--- src/hdl/eeim_consts.svh ---
`ifndef EEIM_CONSTS_SVH
`define EEIM_CONSTS_SVH

// Register indices; byte address is four times the index
`define EEIM_IDX_INTERRUPT_ENABLE_GROUP0    16'he50a
`define EEIM_IDX_STATUS0  16'he502
`define EEIM_IDX_ACCUMULATION_MODE_REG  16'he701
`define EEIM_IDX_PULSE_OUTPUT_MODE_REG   16'he610

// Event bit positions, shared by mask and status
`define EEIM_B_TOT_ACT    0
`define EEIM_B_FUND_ACT   1
`define EEIM_B_TOT_REA    2
`define EEIM_B_FUND_REA   3
`define EEIM_B_APP        4
`define EEIM_B_LINE       5
`define EEIM_B_ACT_SIGN   6
`define EEIM_B_SUM1       9
`define EEIM_B_REA_SIGN   10
`define EEIM_B_SUM2       13
`define EEIM_B_PULSE      14
`define EEIM_B_DSP        17
`define EEIM_B_SUM3       18
`define EEIM_NEV          19

// Mode register fields
`define EEIM_ACC_ACT_SEL  6
`define EEIM_ACC_REA_SEL  7
`define EEIM_CF_SEL_W     3
`define EEIM_CF_DIS       9

// Reset values
`define EEIM_RST_MASK     19'h00000
`define EEIM_RST_STATUS   19'h00000
`define EEIM_RST_ACCUMULATION_MODE_REG  8'h00
`define EEIM_RST_PULSE_OUTPUT_MODE_REG   12'h000
`define EEIM_RST_PULSE    3'h7

`endif

--- src/hdl/eeim_pkg.sv ---
package eeim_pkg;

  typedef struct packed {
    logic [2:0] tot_act_b30;
    logic [2:0] fund_act_b30;
    logic [2:0] tot_rea_b30;
    logic [2:0] fund_rea_b30;
    logic [2:0] app_b30;
    logic [2:0] tot_act_sign;
    logic [2:0] fund_act_sign;
    logic [2:0] tot_rea_sign;
    logic [2:0] fund_rea_sign;
    logic [7:0] sum_sign;
    logic [7:0] pulse_src_n;
    logic       line_cycle_mode;
    logic       line_cycle_done;
    logic       dsp_done;
  } eeim_meter_s;

  typedef struct packed {
    logic [18:0] mask;
    logic [18:0] status;
    logic [7:0]  accumulation_mode_reg;
    logic [11:0] pulse_output_mode_reg;
    logic [14:0] prev_energy;
    logic [2:0]  prev_act;
    logic [2:0]  prev_rea;
    logic [2:0]  prev_sum;
    logic [2:0]  prev_pulse;
    logic        pready;
    logic        pslverr;
    logic [31:0] prdata;
    logic        irq_n;
    logic [2:0]  pulse_out;
  } eeim_state_s;

endpackage

--- src/hdl/eeim_top.sv ---
// Operation
// RULE1: Mask bit 0 enables interrupt on bit 30 toggle of total active energy.
// RULE2: Mask bit 1 enables interrupt on bit 30 toggle of fundamental active energy.
// RULE3: Mask bit 2 enables interrupt on bit 30 toggle of total reactive energy.
// RULE4: Mask bit 3 enables interrupt on bit 30 toggle of fundamental reactive energy.
// RULE5: Mask bit 4 enables interrupt on bit 30 toggle of apparent energy.
// RULE6: Mask bit 5 enables line-cycle done interrupt while line-cycle mode active.
// RULE7: Mask bits 6-8 enable phase active power sign change, source by mode bit 6.
// RULE8: Mask bits 10-12 enable phase reactive power sign change, source by mode bit 7.
// RULE9: Mask bits 9, 13, 18 enable pulse datapath summed power sign change.
// RULE10: Mask bits 14-16 enable interrupt on falling edge of each pulse output.
// RULE11: Pulse interrupts still fire while the pulse output is disabled.
// RULE12: Each pulse output takes its power quantity from a 3-bit select field.
// RULE13: Mask bit 17 enables interrupt on each periodic DSP computation done.
// RULE14: Mask bits 31:19 reserved, read zero, never affect interrupts.
// RULE15: Absent quantities on reduced variants keep writable mask bits, no interrupt. Sign bits 6-8 and 10-12 are not gated by HAS_FUND.
// RULE16: Interrupt output low while any flagged status bit has its mask bit set.
//
// Implementation choice: the APB register port.
`include "eeim_consts.svh"
`timescale 1ns/1ps
`default_nettype none

module eeim_top #(
  parameter bit HAS_FUND     = 1'b1,
  parameter bit HAS_REACTIVE = 1'b1
) (
  input  wire logic               pclk,
  input  wire logic               presetn,
  input  wire logic               psel,
  input  wire logic               penable,
  input  wire logic               pwrite,
  input  wire logic [19:0]        paddr,
  input  wire logic [31:0]        pwdata,
  output var  logic [31:0]        prdata,
  output var  logic               pready,
  output var  logic               pslverr,
  input  wire eeim_pkg::eeim_meter_s meter,
  output var  logic               irq_n,
  output var  logic               pulse_out_first,
  output var  logic               pulse_out_second,
  output var  logic               pulse_out_third
);
  import eeim_pkg::*;

  eeim_state_s st;
  eeim_state_s next_st;

  function automatic logic addr_hit(input logic [19:0] a, input logic [15:0] idx);
    addr_hit = (a[19:2] == {2'b00, idx}) && (a[1:0] == 2'b00);
  endfunction

  function automatic logic pick8(input logic [7:0] v, input logic [2:0] sel);
    pick8 = v[sel];
  endfunction

  logic [`EEIM_NEV-1:0] ev;
  logic [`EEIM_NEV-1:0] clr;
  logic [2:0]           act_now;
  logic [2:0]           rea_now;
  logic [2:0]           sum_now;
  logic [2:0]           pulse_now;
  logic [14:0]          energy_now;
  logic [2:0]           cf_sel [3];
  logic                 setup;
  logic                 access;
  logic                 hit_mask;
  logic                 hit_stat;
  logic                 hit_acc;
  logic                 hit_cf;

  always_comb begin
    next_st    = st;
    ev         = '0;
    clr        = '0;
    energy_now = {meter.app_b30, meter.fund_rea_b30, meter.tot_rea_b30,
                  meter.fund_act_b30, meter.tot_act_b30};
    act_now    = st.accumulation_mode_reg[`EEIM_ACC_ACT_SEL] ? meter.fund_act_sign : meter.tot_act_sign; // RULE7
    rea_now    = st.accumulation_mode_reg[`EEIM_ACC_REA_SEL] ? meter.fund_rea_sign : meter.tot_rea_sign; // RULE8
    for (int k = 0; k < 3; k++) begin
      cf_sel[k]    = st.pulse_output_mode_reg[k*`EEIM_CF_SEL_W +: `EEIM_CF_SEL_W]; // RULE12
      sum_now[k]   = pick8(meter.sum_sign, cf_sel[k]);
      pulse_now[k] = pick8(meter.pulse_src_n, cf_sel[k]); // RULE12
    end
    setup    = psel && !penable && !st.pready;
    access   = psel && penable && st.pready;
    hit_mask = addr_hit(paddr, `EEIM_IDX_INTERRUPT_ENABLE_GROUP0);
    hit_stat = addr_hit(paddr, `EEIM_IDX_STATUS0);
    hit_acc  = addr_hit(paddr, `EEIM_IDX_ACCUMULATION_MODE_REG);
    hit_cf   = addr_hit(paddr, `EEIM_IDX_PULSE_OUTPUT_MODE_REG);

    // Bit 30 toggles on any of the three phases
    ev[`EEIM_B_TOT_ACT]  = |(energy_now[2:0] ^ st.prev_energy[2:0]); // RULE1
    ev[`EEIM_B_FUND_ACT] = HAS_FUND && |(energy_now[5:3] ^ st.prev_energy[5:3]); // RULE2 RULE15
    ev[`EEIM_B_TOT_REA]  = HAS_REACTIVE && |(energy_now[8:6] ^ st.prev_energy[8:6]); // RULE3 RULE15
    ev[`EEIM_B_FUND_REA] = HAS_FUND && HAS_REACTIVE
                           && |(energy_now[11:9] ^ st.prev_energy[11:9]); // RULE4 RULE15
    ev[`EEIM_B_APP]      = |(energy_now[14:12] ^ st.prev_energy[14:12]); // RULE5
    ev[`EEIM_B_LINE]     = meter.line_cycle_done && meter.line_cycle_mode; // RULE6
    ev[`EEIM_B_ACT_SIGN +: 3] = act_now ^ st.prev_act; // RULE7
    ev[`EEIM_B_REA_SIGN +: 3] = HAS_REACTIVE ? (rea_now ^ st.prev_rea) : 3'h0; // RULE8 RULE15
    ev[`EEIM_B_SUM1]     = sum_now[0] ^ st.prev_sum[0]; // RULE9
    ev[`EEIM_B_SUM2]     = sum_now[1] ^ st.prev_sum[1]; // RULE9
    ev[`EEIM_B_SUM3]     = sum_now[2] ^ st.prev_sum[2]; // RULE9
    // Taken before the disable gate so a muted output still interrupts
    ev[`EEIM_B_PULSE +: 3] = st.prev_pulse & ~pulse_now; // RULE10 RULE11
    ev[`EEIM_B_DSP]      = meter.dsp_done; // RULE13

    next_st.prev_energy = energy_now;
    next_st.prev_act    = act_now;
    next_st.prev_rea    = rea_now;
    next_st.prev_sum    = sum_now;
    next_st.prev_pulse  = pulse_now;

    // Zero-wait APB: answer registered in the setup cycle
    next_st.pready  = setup;
    if (setup) begin
      next_st.pslverr = !(hit_mask || hit_stat || hit_acc || hit_cf);
      next_st.prdata  = '0;
      if (!pwrite) begin
        if (hit_mask) next_st.prdata[`EEIM_NEV-1:0] = st.mask; // RULE14
        if (hit_stat) next_st.prdata[`EEIM_NEV-1:0] = st.status;
        if (hit_acc)  next_st.prdata[7:0] = st.accumulation_mode_reg;
        if (hit_cf)   next_st.prdata[11:0] = st.pulse_output_mode_reg;
      end
    end else if (access) begin
      next_st.pslverr = 1'b0;
    end
    if (access && pwrite) begin
      // Upper mask bits are dropped: they can never gate anything
      if (hit_mask) next_st.mask = pwdata[`EEIM_NEV-1:0]; // RULE14 RULE15
      if (hit_stat) clr = pwdata[`EEIM_NEV-1:0];
      if (hit_acc)  next_st.accumulation_mode_reg = pwdata[7:0];
      if (hit_cf)   next_st.pulse_output_mode_reg = pwdata[11:0];
    end

    // Set beats clear in the same cycle
    next_st.status = (st.status & ~clr) | ev;
    next_st.irq_n  = ~|(next_st.status & next_st.mask); // RULE16
    for (int k = 0; k < 3; k++) begin
      next_st.pulse_out[k] = st.pulse_output_mode_reg[`EEIM_CF_DIS + k] ? 1'b1 : pulse_now[k]; // RULE11 RULE12
    end
  end

  always_ff @(posedge pclk or negedge presetn) begin
    if (!presetn) begin
      st            <= '0;
      st.mask       <= `EEIM_RST_MASK;
      st.status     <= `EEIM_RST_STATUS;
      st.accumulation_mode_reg    <= `EEIM_RST_ACCUMULATION_MODE_REG;
      st.pulse_output_mode_reg     <= `EEIM_RST_PULSE_OUTPUT_MODE_REG;
      st.prev_pulse <= `EEIM_RST_PULSE;
      st.pulse_out  <= `EEIM_RST_PULSE;
      st.irq_n      <= 1'b1;
    end else begin
      st <= next_st;
    end
  end

  assign prdata           = st.prdata;
  assign pready           = st.pready;
  assign pslverr          = st.pslverr;
  assign irq_n            = st.irq_n;
  assign pulse_out_first  = st.pulse_out[0];
  assign pulse_out_second = st.pulse_out[1];
  assign pulse_out_third  = st.pulse_out[2];
endmodule

`default_nettype wire

--- config.mk ---
export PLATFORM = sky130hd
export DESIGN_NAME = eeim_top
export DESIGN_NICKNAME = d
export VERILOG_FILES = /design/src/hdl/eeim_pkg.sv /design/src/hdl/eeim_top.sv
export VERILOG_INCLUDE_DIRS = /design/src /design/src/hdl
export SDC_FILE = /design/constraint.sdc
export NUM_CORES = 1
export LEC_CHECK = 0
export BUFFER_PORTS_ARGS = -buffer_cell sky130_fd_sc_hd__buf_4
export CORE_ASPECT_RATIO = 1.5
export CORE_MARGIN = 2
export CORE_UTILIZATION = 30
export CTS_CLUSTER_DIAMETER = 150
export DETAILED_ROUTE_END_ITERATION = 8
export GPL_ROUTABILITY_DRIVEN = 0
export SLEW_MARGIN = 20
export SYNTH_ARGS = -nofsm -noshare
export SYNTH_HDL_FRONTEND = slang
export SYNTH_SLANG_ARGS = --single-unit
--- constraint.sdc ---
create_clock -name pclk -period 3 [get_ports pclk]
set_input_delay 0.3 -clock pclk [delete_from_list [all_inputs] [get_ports pclk]]
set_output_delay 0.3 -clock pclk [all_outputs]
set_load 0.05 [all_outputs]
Yosys cells after proc, flatten, opt, wreduce, memory -nomap -nowiden
Cells that the tools add are included.
{"block": "word_totals", "ff_bits": 110, "latch_bits": 0, "ram_bits": 0, "mem_bits_ro": 0, "in_bits": 103, "out_inout_bits": 38, "wordCells": 92, "n_memories": 0}
{"block": "op_classes", "add_sub_neg": 0, "mul": 0, "div_mod_pow": 0, "magnitude_cmp": 3, "eq_ne": 4, "n_shift": 0, "muxes": 28, "n_bitwise": 16, "reduce_logical": 27}
{"cell": "$mux W19", "n": 7}
{"cell": "$eq A18 B16 Y1 const B", "n": 4}
{"cell": "$and A19 B19 Y19", "n": 2}
{"cell": "$xor A3 B3 Y3", "n": 7}
{"cell": "$not A19 Y19", "n": 1}
{"cell": "$or A19 B19 Y19", "n": 1}
{"cell": "$reduce_or A19 Y1", "n": 1}
{"cell": "$bmux W1 S3", "n": 6}
{"cell": "$reduce_or A3 Y1", "n": 5}
{"cell": "$lt A3 B4 Y1 const B", "n": 3}
{"cell": "$mux W12", "n": 1}
{"cell": "$mux W1", "n": 11}
{"cell": "$logic_and A1 B1 Y1", "n": 10}
{"cell": "$mux W8", "n": 1}
{"cell": "$mux W3", "n": 2}
{"cell": "$logic_not A1 Y1", "n": 4}
{"cell": "$reduce_and A2 Y1", "n": 2}
{"cell": "$and A3 B3 Y3", "n": 1}
{"cell": "$logic_or A1 B1 Y1", "n": 3}
{"cell": "$not A3 Y3", "n": 1}
{"cell": "$xor A1 B1 Y1", "n": 3}
{"cell": "$logic_not A2 Y1", "n": 1}
{"cell": "$reduce_bool A2 Y1", "n": 1}

Longest topological paths before layout
{"block": "depth", "word_depth": 10, "depth_mapped": 9, "ltp_nobuf": 7}

Least setup slack after synthesis
OpenSTA, ideal clock, no wires.
{"block": "synth_path", "path_kind": "reg2reg", "from": "register st (netlist bit pready)", "to": "register, netlist name irq_n", "setup_time_ns": 0.089, "arrival_time_ns": 2.573, "t_required_ns": 2.911, "slack_ns": 0.337, "path_stages_with_launch": 9, "n_path_buf": 1, "synth_period_minus_slack_ns": 2.663, "cell_sequence": "dfrtp_1 -> and4_1 -> buf_2 -> nand4_2 -> nor2_1 -> mux2_2 -> a2111oi_0 -> o2111ai_1 -> nor4b_2"}
{"item": "from (decl)", "line_no": "eeim_top.sv:46", "text": "eeim_state_s st;"}
{"item": "from (signal assigned)", "line_no": "eeim_top.sv:156", "text": "st <= next_st;"}

==> results.ini <==
[place]
io_buffers = 114
dpl.hpwl_microns = 11800
place_worst_setup_slack_ps = 118
placedCellCount = 780
dpl-instance-area_sq_um = 6490

[synthesis]
syn_area_sq_um = 5470
ys_types = 56
synth_cells = 465
synth.area.mux_share = 0.141
post_synth_xor_area_fraction = 0.0398
share_of_synthesized_area_occupied_by_flip_flops_and_latches = 0.505
post_synth.cell_area_avg_sq_um = 11.8
dominantRegCellSynth = sky130_fd_sc_hd__dfrtp_1
synth-edff-count = 0
dominant_combinational_cell_family_by_area_after_synthesis = multiplexers
yosys_warnings = 0
yosys_register_bits = 110
synth_compound_area_frac = 0.117
asyncSetResetFlopFracSynth = 1.00
yosys.area_share.adder = 0
synth_simple_gate_area_frac = 0.126

[setup_path]
critPathBufInv = 2
worst_ep_required_time_ps = 3270
timing.critical_path.slowest_cell_delay_ps = 420
critical_path_peak_fanout = 15
crit_path_end_kind = register
critPathMostFrequentCell = sky130_fd_sc_hd__buf_4
critPathKind = register to register
worst_ep_arrival_time_ps = 2910
cp_cell_sequence = and4_1, buf_4, nand3_1, o31ai_2, a22oi_1, a2111oi_0, buf_4, o2111ai_1, nor4b_2
cell_class_contributing_the_biggest_share_of_worst_path_delay = compound AO/OA/AOI/OAI gates
cp_slowest_cell = sky130_fd_sc_hd__dfrtp_1
critPathLaunchType = register

[sta]
max_slew.worst_pin.slew_ps = 615
finalSetupViolations = 0
maxClockFrequency_mhz = 378
timing_hold_violations_final = 0
timing.clock.skew_ps = 9.13
timing.final.max_slew_violations = 0
final.setup.worst_slack_ps = 353
rsz0062_at_grt = no
tns_ps = 0
maxSlewHeadroom = 0.590
fin_crit_sh = 0.882
layout_min_cycle_time_ps = 2650
whs_ps = 65.5

[finish]
seqCellArea_sq_um = 2760
multi_input_area_sq_um = 2360
most-common-layout-cells = sky130_fd_sc_hd__buf_4 (138), sky130_fd_sc_hd__dfrtp_1 (103), sky130_fd_sc_hd__nand2_1 (50), sky130_fd_sc_hd__mux2_2 (27), sky130_fd_sc_hd__o21ai_0 (22)
final.fill_count = 1722
most_common_cell_after_layout_fill_and_taps_aside = sky130_fd_sc_hd__buf_4
final_cells = 799
layout-drive-gt1-share = 0.374
finalNetCount = 678
design_area_sq_um = 6830
area_growth_syn_to_layout_pct = 24.9
post_route_utilization = 0.381

[clock_tree]
skew_pair_late_insertion_delay_ps = 350
post_cts.resized_instances = 0
cts_root_buf = sky130_fd_sc_hd__clkbuf_16
tritoncts_num_sinks = 110
cts-buffers-inserted = 9
clk_pin_slew_worst_paths_ps = 70
cts_tree = yes
htree_levels = 3
cts-root-to-sink-buffers = 2

[floorplan]
start_util = 0.305
chipHeight_microns = 169
dieArea_sq_um = 19400
std_cell_rows = 60
ios = 141
die_w_microns = 114
core_area_sq_um = 17900

[power]
total_power_mw = 3.14
powerDensity_nw_per_um2 = 459
power_frac_seq = 0.485
power.switching_mw = 0.737
power.clock.fraction = 0.413
standby_leakage_power_nw = 3.09
maximum_ir_drop_on_the_vdd_rail_mv = 0.255
power.share.switching = 0.235
internal_power_mw = 2.40
power_frac_comb = 0.102

[drt]
drt_first_iter_violations = 357
route.detailed.drc = 0
wl_per_cell_microns = 18.9
drt-vias-per-instance = 5.22
route.antenna.remaining_nets = 0
routed_wirelength_microns = 15100
firstDrtPassIters = 5
vias = 4173

[global_route]
grt_pass1_wl_microns = 23400
grt_start_max_net_pins = 43
grt_antenna_before_repair = 2
first_global_vias = 4290
globalRouteTotalUtil = 0.157
total_congestion_overflow = 0

[worst_hold_path]
hold_path_class = primary input to register

[flow_run]
maxCapViolCount = 0

[run_status]
outcome = finished, final reports clean

synth_stat cells (all sizes together) (5+ instances only):
| cell | n | area share |
|---|---|---|
| a211oi | 6 | 0.0082 |
| a21o | 7 | 0.0096 |
| a21oi | 5 | 0.0046 |
| a222oi | 9 | 0.016 |
| a22oi | 16 | 0.022 |
| buf | 39 | 0.052 |
| clkbuf | 13 | 0.0089 |
| dfrtp | 103 | 0.47 |
| dfstp | 7 | 0.034 |
| inv | 16 | 0.011 |
| mux2 | 37 | 0.077 |
| mux2i | 8 | 0.015 |
| mux4 | 12 | 0.049 |
| nand2 | 51 | 0.035 |
| nand2b | 5 | 0.0057 |
| nand3 | 9 | 0.0082 |
| nand4 | 19 | 0.026 |
| nor2 | 5 | 0.0034 |
| nor3 | 5 | 0.0064 |
| nor4 | 6 | 0.012 |
| o21ai | 27 | 0.025 |
| o31ai | 8 | 0.012 |
| xnor2 | 11 | 0.019 |
| xor2 | 13 | 0.021 |
cell type report:
class	count	share of cell area
well taps	217	0.0397
inverters	16	0.00879
clock inverters	5	0.0119
multi-input cells	299	0.346
repair buffers	139	0.153
flip-flops and latches	110	0.404
diodes	2	0.000732
clock buffers	11	0.0355
repair_timing:
item	in CTS	in global routing
buffers inserted	0	0
hold buffers	1	0
hold endpoints to repair	35	0
registers in the layout, indices dropped and copies added (netlist names):
signal,cells
st,76
prdata,19
cf_sel,9
irq_n,1
pready,1
pslverr,1
pulse_out_first,1
pulse_out_second,1
pulse_out_third,1
layer usage:
metal	wire [microns]	vias to the layer above	track usage
met5	0	-	0
met4	491	0	0.0684
met3	1110	30	0.0325
met2	7790	188	0.272
met1	5730	2061	0.188
li1	-	1894	-
power groups by stage:
stage,Clock (mW),Combinational (mW),Sequential (mW)
after floorplan,0,0.131,1.56
after global placement,0,0.314,1.55
after detailed placement,0,0.322,1.55
after CTS,1.32,0.324,1.52
after global routing,1.39,0.347,1.52
final,1.30,0.321,1.52
worst reg2reg max path: stages, from the launching register on:
cell	delay (ps)
sky130_fd_sc_hd__dfrtp_1	420
sky130_fd_sc_hd__and4_1	280
sky130_fd_sc_hd__buf_4	250
sky130_fd_sc_hd__nand3_1	190
sky130_fd_sc_hd__o31ai_2	260
sky130_fd_sc_hd__a22oi_1	150
sky130_fd_sc_hd__a2111oi_0	400
sky130_fd_sc_hd__buf_4	190
sky130_fd_sc_hd__o2111ai_1	150
sky130_fd_sc_hd__nor4b_2	270
path summary, 6_finish.rpt:
path,startpoint,to,slack [ps],cells after the start
min in group asynchronous,presetn,prdata[12]$_DFFE_PN0P_,480,2
min reg2reg,prdata[14]$_DFFE_PN0P_,prdata[14]$_DFFE_PN0P_,480,2
max reg2reg,pready$_DFF_PN0_,irq_n$_DFF_PN1_,350,9
max in group asynchronous,presetn,st[79]$_DFFE_PN0P_,1760,3
min,meter[39],st[58]$_DFF_PN0_,70,1
max,pready$_DFF_PN0_,irq_n$_DFF_PN1_,350,9
cell families after synthesis:
kind of cell              after synthesis
DFF                                   110
and+or+nand+nor                       115
muxes                                  57
other                                   1
xor gates and xnor gates               24
buffers and inverters                  68
AOI/OAI and AO/OA                      90
Power figures use the tool's default switching activity.
